--- src/common/sph_regs.vh ---
`ifndef SPH_REGS_VH
`define SPH_REGS_VH
// page map as seen from the reader side (2k variant, sector 1 carries the buffer)
`define SPH_SECTOR_USER 2'h0
`define SPH_SECTOR_LOCK 2'h1
`define SPH_SECTOR_SESS 2'h3
`define SPH_PAGE_DYNLOCK 8'he0
`define SPH_PAGE_CFG0 8'he8
`define SPH_PAGE_CFG1 8'he9
`define SPH_PAGE_SESS0 8'hf8
`define SPH_PAGE_SESS1 8'hf9
`define SPH_PAGE_HOLE_LO 8'he1
`define SPH_PAGE_HOLE_HI 8'he7
`define SPH_PAGE_USER_LAST 8'hdf
`define SPH_SRAM_BASE_HI 4'hf
`define SPH_TERM_IDX 4'hf
`define SPH_LOCK_BYTE3 8'h00
// detect-event select and arbiter state encodings, two bits each
`define SPH_FD_SEL_BUF 2'h3
`define SPH_FD_REL_BUF 2'h3
`define SPH_ARB_IDLE 2'h0
`define SPH_ARB_READER 2'h1
`define SPH_ARB_HOST 2'h2
`endif

--- src/hdl/sph_pulse.v ---
`timescale 1ns/1ps
// stretches a one-cycle event into a pulse of fixed length
module sph_pulse #(
  parameter LEN = 4
) (
  // clock and reset
  input wire clk_sys,
  input wire rst_b,
  // event in, pulse out
  input wire trig,
  output reg pulse_reg
);
  reg [7:0] cnt_reg;
  always @(posedge clk_sys) begin
    if (!rst_b) begin
      cnt_reg <= 8'h00;
      pulse_reg <= 1'b0;
    end else if (trig) begin
      cnt_reg <= LEN[7:0];
      pulse_reg <= 1'b1;
    end else if (cnt_reg > 8'h01) begin
      cnt_reg <= cnt_reg - 8'h01;
    end else begin
      cnt_reg <= 8'h00;
      pulse_reg <= 1'b0;
    end
  end
endmodule // sph_pulse

--- src/hdl/sph_handshake.v ---
`timescale 1ns/1ps
`include "sph_regs.vh"
// Functional notes
// - a reader write to the last buffer page while the reader owns the buffer flags it ready for the host and hands over.
// - with the detect select enabled, the detect output pulses when buffered data awaits the host.
// - a correct host slave address sets host ownership, if the arbiter allows it.
// - a host read of the last buffer page clears host-ready and host ownership, returning to idle.
// - a host write to the last buffer page while the host owns it flags it ready for the reader and goes idle.
// - after a host-to-reader handoff, the reader ownership bit is set, if the arbiter allows it.
// - a reader read touching the last buffer page clears reader-ready and reader ownership.
// - with the detect select enabled, the detect output pulses when the reader has drained the buffer.
// - the dynamic lock bytes sit in bytes 0 to 2 of sector 1 page e0, byte 3 reads 00.
// - reader accesses to holes, including sector 3 outside the session pages, are refused with a nak.
// - sector 3 pages f8 and f9 decode as the session register pages.
// - in transfer mode the 64-byte buffer is mirrored onto pages f0 to ff of sector 1.
// - the sixteenth buffer page is the terminator page.
// - transfer mode drops automatically when either interface loses power.
module sph_handshake #(
  parameter FD_PULSE_LEN = 4
) (
  // clock and reset
  input wire clk_sys,
  input wire rst_b,
  // power and mode
  input wire reader_power_ok,
  input wire host_power_ok,
  input wire transfer_mode_set,
  input wire transfer_mode_clr,
  input wire [1:0] detect_assert_select,
  input wire [1:0] detect_release_select,
  // reader side access, valid for one cycle at command end
  input wire rd_req,
  input wire rd_write,
  input wire [1:0] rd_sector,
  input wire [7:0] rd_page,
  input wire [7:0] rd_page_last,
  input wire [31:0] rd_wdata,
  // host side access
  input wire host_addr_match,
  input wire host_req,
  input wire host_write,
  input wire [3:0] host_page,
  input wire [31:0] host_wdata,
  // dynamic lock store contents
  input wire [23:0] dyn_lock_bytes,
  // answers
  output reg rd_ack_reg,
  output reg rd_nak_reg,
  output reg [31:0] rd_rdata_reg,
  output reg [1:0] rd_region_reg,
  output reg host_ack_reg,
  output reg host_nak_reg,
  output reg [31:0] host_rdata_reg,
  // status
  output reg transfer_mode_enable,
  output reg reader_owns_arbitration,
  output reg host_owns_arbitration,
  output reg buffer_ready_for_reader,
  output reg buffer_ready_for_host,
  output wire field_detect_output
);
  // region codes reported on the reader side
  localparam REG_SRAM = 2'h0;
  localparam REG_LOCK = 2'h1;
  localparam REG_CFG = 2'h2;
  localparam REG_SESS = 2'h3;

  reg [31:0] sram_mem [0:15];
  reg pend_reader_reg;
  wire both_pwr = reader_power_ok & host_power_ok;
  wire rd_sram = (rd_sector == `SPH_SECTOR_LOCK) &&
    (rd_page[7:4] == `SPH_SRAM_BASE_HI) && transfer_mode_enable;
  wire rd_lock = (rd_sector == `SPH_SECTOR_LOCK) && (rd_page == `SPH_PAGE_DYNLOCK);
  wire rd_cfg = (rd_sector == `SPH_SECTOR_LOCK) &&
    ((rd_page == `SPH_PAGE_CFG0) || (rd_page == `SPH_PAGE_CFG1));
  wire rd_sess = (rd_sector == `SPH_SECTOR_SESS) &&
    ((rd_page == `SPH_PAGE_SESS0) || (rd_page == `SPH_PAGE_SESS1));
  wire rd_user = (rd_sector == `SPH_SECTOR_USER) ||
    ((rd_sector == `SPH_SECTOR_LOCK) && (rd_page <= `SPH_PAGE_USER_LAST));
  wire rd_valid = rd_sram | rd_lock | rd_cfg | rd_sess | rd_user;
  // reader may touch buffer when idle or owning it
  wire rd_buf_ok = !host_owns_arbitration;
  wire rd_term_w = rd_sram && rd_write && (rd_page[3:0] == `SPH_TERM_IDX);
  // a multi-page read spanning up to the last page also counts
  wire rd_term_r = rd_sram && !rd_write &&
    ((rd_page[3:0] == `SPH_TERM_IDX) || (rd_page_last[3:0] == `SPH_TERM_IDX));
  wire host_buf_ok = transfer_mode_enable && !reader_owns_arbitration;
  wire host_term = host_page == `SPH_TERM_IDX;
  wire rd_go = rd_req && rd_valid && !(rd_sram && !rd_buf_ok);
  wire host_go = host_req && host_buf_ok && host_owns_arbitration;
  wire ev_to_host = rd_go && rd_term_w && reader_owns_arbitration;
  wire ev_drained = rd_go && rd_term_r;
  wire fd_trig = (ev_to_host && (detect_assert_select == `SPH_FD_SEL_BUF)) ||
    (ev_drained && (detect_release_select == `SPH_FD_REL_BUF));

  always @(posedge clk_sys) begin
    if (!rst_b) begin
      transfer_mode_enable <= 1'b0;
    end else if (!both_pwr) begin
      transfer_mode_enable <= 1'b0;
    end else if (transfer_mode_set) begin
      transfer_mode_enable <= 1'b1;
    end else if (transfer_mode_clr) begin
      transfer_mode_enable <= 1'b0;
    end
  end

  always @(posedge clk_sys) begin
    if (!rst_b || !transfer_mode_enable) begin
      reader_owns_arbitration <= 1'b0;
      host_owns_arbitration <= 1'b0;
      buffer_ready_for_reader <= 1'b0;
      buffer_ready_for_host <= 1'b0;
      pend_reader_reg <= 1'b0;
    end else begin
      if (ev_to_host) begin
        buffer_ready_for_host <= 1'b1;
        reader_owns_arbitration <= 1'b0;
        host_owns_arbitration <= 1'b1;
      end else if (ev_drained) begin
        buffer_ready_for_reader <= 1'b0;
        reader_owns_arbitration <= 1'b0;
      end else if (rd_go && rd_sram && !reader_owns_arbitration && !host_owns_arbitration) begin
        reader_owns_arbitration <= 1'b1; // first come, first served
      end else if (pend_reader_reg && !host_owns_arbitration) begin
        reader_owns_arbitration <= 1'b1;
        pend_reader_reg <= 1'b0;
      end
      if (host_go && host_term && host_write) begin
        buffer_ready_for_reader <= 1'b1;
        host_owns_arbitration <= 1'b0;
        pend_reader_reg <= 1'b1;
      end else if (host_go && host_term) begin
        buffer_ready_for_host <= 1'b0;
        host_owns_arbitration <= 1'b0;
      end else if (host_addr_match && !reader_owns_arbitration && !ev_to_host && !pend_reader_reg &&
        !(rd_go && rd_sram)) begin
        // a reader claim in the same cycle wins, so both sides never own the buffer at once
        host_owns_arbitration <= 1'b1;
      end
    end
  end

  always @(posedge clk_sys) begin
    if (rd_go && rd_sram && rd_write) begin
      sram_mem[rd_page[3:0]] <= rd_wdata;
    end else if (host_go && host_write) begin
      sram_mem[host_page] <= host_wdata;
    end
  end

  always @(posedge clk_sys) begin
    if (!rst_b) begin
      rd_ack_reg <= 1'b0;
      rd_nak_reg <= 1'b0;
      rd_rdata_reg <= 32'h00000000;
      rd_region_reg <= REG_SRAM;
      host_ack_reg <= 1'b0;
      host_nak_reg <= 1'b0;
      host_rdata_reg <= 32'h00000000;
    end else begin
      rd_ack_reg <= rd_go;
      rd_nak_reg <= rd_req && !rd_go;
      host_ack_reg <= host_go;
      host_nak_reg <= host_req && !host_go;
      rd_region_reg <= rd_lock ? REG_LOCK : rd_cfg ? REG_CFG : rd_sess ? REG_SESS : REG_SRAM;
      if (rd_go && rd_lock) begin
        rd_rdata_reg <= {`SPH_LOCK_BYTE3, dyn_lock_bytes};
      end else if (rd_go && rd_sess) begin
        // session status bits the reader polls
        rd_rdata_reg <= {27'h0000000, buffer_ready_for_host, buffer_ready_for_reader,
          host_owns_arbitration, reader_owns_arbitration, transfer_mode_enable};
      end else if (rd_go && rd_sram) begin
        rd_rdata_reg <= sram_mem[rd_page[3:0]];
      end else begin
        rd_rdata_reg <= 32'h00000000;
      end
      if (host_go) begin
        host_rdata_reg <= sram_mem[host_page];
      end
    end
  end

  sph_pulse #(
    .LEN(FD_PULSE_LEN)
  ) u_fd (
    .clk_sys(clk_sys),
    .rst_b(rst_b),
    .trig(fd_trig),
    .pulse_reg(field_detect_output)
  );
endmodule // sph_handshake

--- config.mk ---
export PLATFORM = sky130hd
export DESIGN_NAME = sph_handshake
export DESIGN_NICKNAME = d
export VERILOG_FILES = /design/src/hdl/sph_pulse.v /design/src/hdl/sph_handshake.v
export VERILOG_INCLUDE_DIRS = /design/src /design/src/common
export SDC_FILE = /design/constraint.sdc
export NUM_CORES = 1
export LEC_CHECK = 0
export ABC_CLOCK_PERIOD_IN_PS = 10200
export BUFFER_PORTS_ARGS = -buffer_cell sky130_fd_sc_hd__buf_2
export CORE_ASPECT_RATIO = 1.75
export CORE_UTILIZATION = 35
export CTS_CLUSTER_SIZE = 16
export DETAILED_ROUTE_END_ITERATION = 16
export SLEW_MARGIN = 20
export SYNTH_ARGS = -nofsm -noshare
export SYNTH_HDL_FRONTEND = slang
export SYNTH_SLANG_ARGS = --single-unit
--- constraint.sdc ---
create_clock -name clk_sys -period 10.2 [get_ports clk_sys]
set_clock_uncertainty 0.05 [all_clocks]
set_input_delay 0.51 -clock clk_sys [delete_from_list [all_inputs] [get_ports clk_sys]]
set_output_delay 0.51 -clock clk_sys [all_outputs]
set_load 0.02 [all_outputs]
==> results of run 1 <==
cells in the mapped netlist, types with 3 or more instances:
| master | number | area, sq um |
|---|---|---|
| sky130_fd_sc_hd__a211oi_1 | 7 | 52.6 |
| sky130_fd_sc_hd__a21oi_1 | 17 | 85.1 |
| sky130_fd_sc_hd__a22o_1 | 53 | 464 |
| sky130_fd_sc_hd__a22oi_1 | 68 | 510 |
| sky130_fd_sc_hd__a31oi_1 | 4 | 25.0 |
| sky130_fd_sc_hd__and2_1 | 13 | 81.3 |
| sky130_fd_sc_hd__buf_1 | 10 | 37.5 |
| sky130_fd_sc_hd__buf_2 | 38 | 190 |
| sky130_fd_sc_hd__buf_4 | 4 | 30.0 |
| sky130_fd_sc_hd__buf_6 | 6 | 67.6 |
| sky130_fd_sc_hd__clkbuf_1 | 52 | 195 |
| sky130_fd_sc_hd__dfxtp_1 | 85 | 1700 |
| sky130_fd_sc_hd__edfxtp_1 | 512 | 15400 |
| sky130_fd_sc_hd__inv_1 | 8 | 30.0 |
| sky130_fd_sc_hd__mux2_2 | 34 | 383 |
| sky130_fd_sc_hd__mux2i_1 | 40 | 400 |
| sky130_fd_sc_hd__mux4_2 | 263 | 5920 |
| sky130_fd_sc_hd__nand2_1 | 34 | 128 |
| sky130_fd_sc_hd__nand2b_1 | 6 | 37.5 |
| sky130_fd_sc_hd__nand3_1 | 4 | 20.0 |
| sky130_fd_sc_hd__nand4_1 | 4 | 25.0 |
| sky130_fd_sc_hd__nor2_1 | 33 | 124 |
| sky130_fd_sc_hd__nor2b_1 | 10 | 62.6 |
| sky130_fd_sc_hd__nor3_1 | 14 | 70.1 |
| sky130_fd_sc_hd__nor3b_1 | 7 | 52.6 |
| sky130_fd_sc_hd__nor4_1 | 3 | 18.8 |
| sky130_fd_sc_hd__o21ai_0 | 36 | 180 |
| sky130_fd_sc_hd__o21ai_1 | 4 | 20.0 |
| sky130_fd_sc_hd__o221a_2 | 4 | 45.0 |
| sky130_fd_sc_hd__xnor2_1 | 4 | 35.0 |
cells by family (layout without fill, tap and decap cells):
group / count (synthesis) / count (layout)
adder cells (fa/ha/maj): 2 / 2
AND/OR/NAND/NOR: 140 / 140
AO/OA/AOI/OAI: 200 / 200
other: 0 / 1
XOR/XNOR: 6 / 6
flip-flops: 597 / 597
multiplexers: 337 / 337
buffers and inverters: 118 / 348
power by group:
group	internal, mW	switching [mW]
combinational	0.178	0.230
clock	1.32	0.953
sequential	2.66	0.0123
total	4.16	1.20
area by class of cell:
| class | count | area (sq um) |
|---|---|---|
| clock buffers | 68 | 1490 |
| inverters | 8 | 30.0 |
| diodes | 1 | 2.50 |
| repair buffers | 236 | 1320 |
| well taps | 1012 | 1270 |
| fillers | 6802 | 44400 |
| multi-input cells | 685 | 9120 |
| flip-flops and latches | 597 | 17100 |
| clock inverters | 36 | 473 |
critical path, stage by stage (launching register included):
cell and delay [ns]:
sky130_fd_sc_hd__dfxtp_1 0.60, sky130_fd_sc_hd__and4b_1 0.50, sky130_fd_sc_hd__nand2_4 0.48, sky130_fd_sc_hd__mux2i_1 0.90, sky130_fd_sc_hd__nand2_1 0.48, sky130_fd_sc_hd__nor2_4 0.72, sky130_fd_sc_hd__buf_4 0.49
final timing paths:
kind                                            from          endpoint
worst max-delay path            transfer_mode_enable    sram_mem[9][3]
worst min-delay path              dyn_lock_bytes[13]  rd_rdata_reg[13]
worst max register to register  transfer_mode_enable    sram_mem[9][3]
worst min register to register       u_fd.cnt_reg[0]   u_fd.cnt_reg[0]
stage by stage:
stage	area [sq um]	total power [mW]
after floorplan	26600	3.01
after global placement	28800	3.13
after detailed placement	28800	3.14
after CTS	30800	5.40
after global routing	30800	5.51
final	30800	5.35
per-layer routing:
| layer | up-vias | wire length (um) |
|---|---|---|
| li1 | 6317 | - |
| met1 | 8027 | 29100 |
| met5 | - | 0 |
| met4 | 0 | 2480 |
| met2 | 605 | 40700 |
| met3 | 154 | 4080 |
cell usage in the layout (no fill, tap or decap), drive strengths merged, types with 5 or more instances in the layout:
master,count
nand2,34
clkinvlp,5
nor3b,7
nor2,33
clkinv,18
a21oi,17
dfxtp,85
nand2b,7
mux2,34
buf,235
a211oi,7
clkbuf,69
nor2b,10
and2,13
inv,10
a22o,53
o21ai,40
nor3,14
edfxtp,512
a22oi,68
bufinv,11
mux4,263
mux2i,40
==> results.md, run 1 <==
STA:
- Setup violations remaining at the end of the flow were counted as 0.
- The total count of max-transition violations in the final report is 0.
- The slack of the critical path is 5.53 ns.
- The worst hold slack is 0.0473 ns.
- The worst path needs 4.67 ns of the cycle, external delays included.
- The achievable clock frequency is 0.214 GHz.
- The final critical path takes up 45.7% of the cycle.
- The total negative slack is 0 ns.
- The number of failing hold endpoints at the final stage is 0.
- Setup repair after global routing left no endpoint under its margin.
- Headroom to the max-slew limit came out at 33.7%.
- At the pin with the least slew margin, the transition time is 0.995 ns.

Finish:
- The register with the most flip-flops in the layout has 512 of them.
- The final net count is 1712.
- The proportion of layout cells with a drive suffix above 1 is 40.1%.
- For this run, the number of standard cells in the final layout without fillers is 2643.
- The end-of-flow core utilization is 40.9%.
- Relative to the synthesized area, the layout overhead comes to 15.7%.

GRT:
- The first-pass GRT wire length is 112000 um.
- For met1 alone, demand over resource in global routing was 24.5%.
- The number of antenna violations at the first check in global routing is 1.
- The number of global-route vias before repair is 16500.
- Global routing used 20.2% of the available tracks across all layers.
- The met2 layer usage reported by global route is 36.4%.
- The met3 usage is 2.85%.
- Global routing finished with a remaining overflow of 0.
- The layer with the highest usage after global routing is met2.
- The largest net degree at the start of global routing is 82.

Clock tree:
- No sink is reached through more buffers than the 3 on the longest clock path.
- The number of buffers created by CTS is 57.
- The later pin in the worst-skew pair is clocked with a latency of 0.63 ns.
- CTS built an H-tree with a depth of 2.
- The number of resized instances in the post-cts repair step is 0.
- TritonCTS built the clock tree.
- The tree is rooted in a sky130_fd_sc_hd__clkbuf_16.
- Buffers added to address setup during post-CTS repair amount to 0.
- The number of clock sinks is 597.
- Hold repair after CTS inserted 0 buffers.
- Clock-pin slew was measured on the worst setup and hold paths at 0.06 ns.

Hold path:
- The class of the tightest hold or removal check is in2reg.
- Counting instances, the worst hold path has a depth of 2.

Routing:
- Before antenna repair, the detailed router went through 7 iterations.
- Detailed routing inserted a total of 15100 vias.
- The detail route stage leaves a number of antenna-violating nets equal to 0.
- The iteration-0 DRC count of the detailed router is 1338.
- The routed wire length per instance is 28.9 um.
- In the routed layout, each cell is associated on average with a via count of 5.71.
- The final wirelength is 76300 um.
- For this run, design rule violations remaining after detail routing come to 0.

Setup path:
- The setup path with the least slack is of type reg2reg.
- STA puts the critical path data arrival time at 4.89 ns.
- At the worst endpoint, the required time is 10.42 ns.
- The worst setup path is captured at a flop.
- Of all nets on the critical path, the largest fanout is 40.
- The type of origin of the critical path is a flop.
- The number of cells on the worst reg-to-reg path is 6.
- Setup slack on the worst reg-to-reg path comes out at 5.53 ns.

Yosys:
- In the synthesized netlist the dominant register cell turns out to be sky130_fd_sc_hd__edfxtp_1.
- The post-synthesis net count is 1527.
- In the synthesized netlist, mux cells make up 25.2% of the area.
- The total of flip-flops plus latches after synthesis is 597.
- Of the total synthesized cell area, the portion taken by AND, OR, NAND and NOR gates is 2.76%.
- The number of enable flip-flop cells after synthesis is 512.
- Of the total synthesized cell area, the portion taken by full adders, half adders and majority gates is 0.0941%.
- By area, the combinational part of the netlist is dominated by multiplexers.
- The synthesized netlist occupies a cell area of 26600 sq um.
- The complex-gate fraction of the synthesized area is 5.40%.
- The cell count after synthesis came out at 1400.
- The Yosys step of the flow raised 0 warnings.
- The mean instance size in the synthesized netlist is 19.0 sq um.
- After Yosys synthesis, XOR and XNOR cells account for 0.198% of the synthesized area.
- For this run, the register share of the synthesized area comes to 64.2%.
- The unique cell type count in the Yosys netlist is 48.
- The share of synthesized registers carrying an async set or reset is 0%.

Power and ir drop:
- In this run the power density over the cells is 174 nW/um^2.
- The largest vdd supply drop is 119 uV.
- In this run the static leakage power is 10.2 nW.

Placement:
- The HPWL after detailed placement is 44300 um.
- The number of buffers added on ports is 196.
- The global placer's final weighted congestion is 0.802.
- The pre-CTS worst setup slack is 5.46 ns.
- The count of placed standard cells including taps is 2538.

Floorplan:
- For this design the top-level I/O count stands at 201.
- In this run the vertical extent of the chip is 367 um.
- The floorplan has 133 rows.
- The die boundary width is 210 um.
- The initial utilization of the core area, before any placement, comes to 35.3%.
- The floorplan step defined a die boundary enclosing 77100 sq um.
- In this run the standard cell core region covers 75200 sq um.

Outcome:
- The flow ran to the end, and the final reports show no timing, DRC or antenna violations.

Job:
- The count of maximum capacitance violations is 0.
No activity file was read; power rests on OpenSTA's default activity.
==> run 2: changes to the inputs <==
--- a/config.mk
+++ b/config.mk
@@ -6,7 +6,7 @@
 export SDC_FILE = /design/constraint.sdc
 export NUM_CORES = 1
 export LEC_CHECK = 0
-export ABC_CLOCK_PERIOD_IN_PS = 10200
+export ABC_CLOCK_PERIOD_IN_PS = 4500
 export BUFFER_PORTS_ARGS = -buffer_cell sky130_fd_sc_hd__buf_2
 export CORE_ASPECT_RATIO = 1.75
 export CORE_UTILIZATION = 35
==> constraint.sdc (replaced) <==
create_clock -name clk_sys -period 4.5 [get_ports clk_sys]
set_clock_uncertainty 0.05 [all_clocks]
set_input_delay 0.225 -clock clk_sys [delete_from_list [all_inputs] [get_ports clk_sys]]
set_output_delay 0.225 -clock clk_sys [all_outputs]
set_load 0.02 [all_outputs]
==> run 2 against run 1 <==
Against the previous run: routed wire length increased by 0.69%; die area unchanged; clock power increased by 110%; critical path depth increased by 1; register-to-register slack got worse by 4.4 ns; maximum frequency increased by 39%; power increased by 120%; critical path type unchanged.
==> results.md, run 2 (same netlist as run 1, synthesis figures left out) <==
Setup path:
- The beginning of the critical path is transfer_mode_enable (unchanged).
- The maximum fanout count along the critical path is 20 (was 40).
- The type of the setup path with the least slack is reg2reg (unchanged).
- The path depth of the worst reg2reg path was 7 (was 6).
- The worst path arrival time was 3.61 ns (was 4.89 ns).
- The critical path's largest stage delay is 0.58 ns (was 0.90 ns).
- The reg2reg setup slack is 1.15 ns (was 5.53 ns).
- The worst-path cell with the longest stage delay is sky130_fd_sc_hd__dfxtp_1 (was sky130_fd_sc_hd__mux2i_1).
- CP cell instances: and4b_1 > nand2_4 > mux2i_1 > buf_4 > nand2b_1 > nor2_4 > buf_4 (was and4b_1 > nand2_4 > mux2i_1 > nand2_1 > nor2_4 > buf_4).
- The type of origin of the critical path is a flop (unchanged).
- The cell occurring most often along the worst timing path is sky130_fd_sc_hd__buf_4.
- The endpoint of the lowest-slack register-to-register path is sram_mem[11][30] (was sram_mem[9][3]).
- The required time of the critical path was 4.76 ns (was 10.42 ns).
- The launch instance of the worst register-to-register path is transfer_mode_enable (unchanged).
- The sort of element at the end of the critical path is a flop (unchanged).
- The capture point of the worst path is sram_mem[11][30] (was sram_mem[9][3]).

Finish:
- The end-of-flow core utilization is 41.4% (was 40.9%).
- Top library cells by usage in the layout, fill and taps aside: sky130_fd_sc_hd__edfxtp_1, sky130_fd_sc_hd__mux4_2, sky130_fd_sc_hd__buf_2 (unchanged).
- The antenna diode count was 0 (was 1).
- The commonest non-fill, non-tap cell in the layout is sky130_fd_sc_hd__edfxtp_1 (unchanged).
- The proportion of layout cells with a drive suffix above 1 was 39.2% (was 40.1%).
- The synthesis-to-finish area growth is 17.2% (was 15.7%).
- The final net count is 1760 (was 1712).
- The number of flip-flops in the largest register is 512 (unchanged).

STA:
- The total negative slack is 0 ns (unchanged).
- The remaining max-slew budget at the tightest pin is 37.5% (was 33.7%).
- The final critical delay including setup and external delays is 3.35 ns (was 4.67 ns).
- The total count of max-transition violations in the final report came to 0 (unchanged).
- The ratio of final minimum period to clock period came to 74.4% (was 45.7%).
- Setup repair after global routing missed its margin: false (unchanged).
- The transition time at the pin with the least slew margin is 0.935 ns (was 0.995 ns).
- The achievable clock frequency was 0.299 GHz (was 0.214 GHz).
- The final setup violation count is 0 (unchanged).
- The number of failing hold endpoints at the final stage is 0 (unchanged).

Routing:
- The iteration-0 DRC count of the detailed router is 1375 (was 1338).
- The routed wire length per instance came to 28.5 um (was 28.9 um).
- The number of vias in the routed layout is 15300 (was 15100).
- The post-detailed-route DRC marker count is 0 (unchanged).
- The iteration count of the initial detailed-routing pass is 6 (was 7).
- The final wirelength is 76800 um (was 76300 um).
- The average via count per standard cell is 5.67 (was 5.71).
- The remaining antenna violation count is 0 (unchanged).

Hold path:
- The class of the tightest hold or removal check is in2reg (unchanged).

GRT:
- The overflow left after global routing is 0 (unchanged).
- The largest net degree at the start of global routing is 96 (was 82).
- The number of global-route vias before repair is 16300 (was 16500).
- The overall global routing resource usage is 20.1% (was 20.2%).
- The number of antenna violations at the first check in global routing was 2 (was 1).
- The first-pass GRT wire length is 111000 um (was 112000 um).

Floorplan:
- The effective utilization at floorplan came to 35.3% (unchanged).
- The full die area is 77100 sq um (unchanged).
- The overall die height was 367 um (unchanged).
- The number of I/O pins came to 201 (unchanged).
- The number of rows in the core area is 133 (unchanged).
- The die boundary width is 210 um (unchanged).
- The placeable core region is 75200 sq um (unchanged).

Clock tree:
- The number of clock sinks is 597 (unchanged).
- The clock transition time at the flip-flop clock pins of the worst setup and hold paths is 0.07 ns (was 0.06 ns).
- The clock root buffer is sky130_fd_sc_hd__clkbuf_16 (unchanged).
- The post-CTS setup buffer count was 0 (unchanged).
- The number of buffers between clock root and the deepest sink is 3 (unchanged).
- The clock tree from TritonCTS is yes (unchanged).
- The clock network latency to the later pin of the worst-skew pair came to 0.64 ns (was 0.63 ns).
- The number of buffers created by CTS is 56 (was 57).
- The maximum level of the CTS H-tree is 2 (unchanged).

Job:
- The count of maximum capacitance violations is 0 (unchanged).

Placement:
- The detailed-placement wirelength estimate is 46100 um (was 44300 um).
- The number of buffers added on ports is 196 (unchanged).
- The global placer's final weighted congestion is 0.826 (was 0.802).

Outcome:
- Outcome: finished clean (unchanged).

Power and ir drop:
- The largest vdd supply drop was 248 uV (was 119 uV).
- The leakage dissipation is 10.4 nW (was 10.2 nW).
- The power per standard cell area is 377 nW/um^2 (was 174 nW/um^2).
==> run 2: worst min-delay path by stage <==
stage / slack (ns) / to / start / cells after the start
final: 0.08 / sram_mem[7][7] / host_wdata[7] / 2
after global routing: 0.09 / rd_region_reg[1] / rd_sector[0] / 4
after CTS: 0.03 / rd_region_reg[1] / rd_sector[0] / 4
after detailed placement: 0.39 / rd_rdata_reg[15] / dyn_lock_bytes[15] / 2
after global placement: 0.39 / u_fd.cnt_reg[0] / u_fd.cnt_reg[0] / 1
after floorplan: 0.30 / host_nak_reg / host_req / 2
==> run 2: cell type report <==
type / count / area, sq um
repair buffers: 285 / 1870
fillers: 6760 / 44100
multi-input cells: 685 / 9110
clock buffers: 78 / 1540
well taps: 1012 / 1270
inverters: 8 / 30.0
flip-flops and latches: 597 / 17100
clock inverters: 27 / 260
==> run 2: where the power goes <==
group          total, mW  switching, mW  leakage [nW]  internal (mW)
clock network       4.74           2.12         0.865           2.62
logic              0.951          0.527          4.21          0.424
registers           6.06         0.0281          5.29           6.03
==> run 2: worst max-delay path, delay by kind of cell (launching register included) <==
| family | cells | cell delay, ns |
|---|---|---|
| buf+inv | 2 | 0.57 |
| flops | 1 | 0.58 |
| mux | 1 | 0.20 |
| simple gates | 4 | 1.62 |
==> run 2: what timing repair did <==
| action | CTS | global route |
|---|---|---|
| hold endpoints to repair | 33 | 0 |
| hold buffers | 38 | 0 |
| resized for setup | 0 | 0 |
==> run 2: through the flow <==
stage / hold slack (ns) / setup slack, ns / cells / instance area [sq um] / power, mW
final: 0.0773 / 1.15 / 2692 / 31100 / 11.7
after global routing: 0.0899 / 1.05 / 2692 / 31100 / 12.1
after CTS: 0.0330 / 1.18 / 2692 / 31100 / 11.9
after detailed placement: 0.395 / 1.14 / 2549 / 29000 / 7.11
after global placement: 0.391 / 1.16 / 2549 / 29000 / 7.09
after floorplan: 0.300 / 0.0534 / 1400 / 26600 / 6.82
==> run 2: per-layer routing <==
layer / global-route usage [%] / share of wire, % / wire (um) / vias to the layer above
met4: 7.92 / 3.6 / 2800 / 2
met5: 0 / 0.017 / 13 / -
met3: 2.74 / 4.9 / 3780 / 158
met2: 36.6 / 54 / 41700 / 579
li1: - / - / - / 6414
met1: 23.7 / 37 / 28600 / 8109
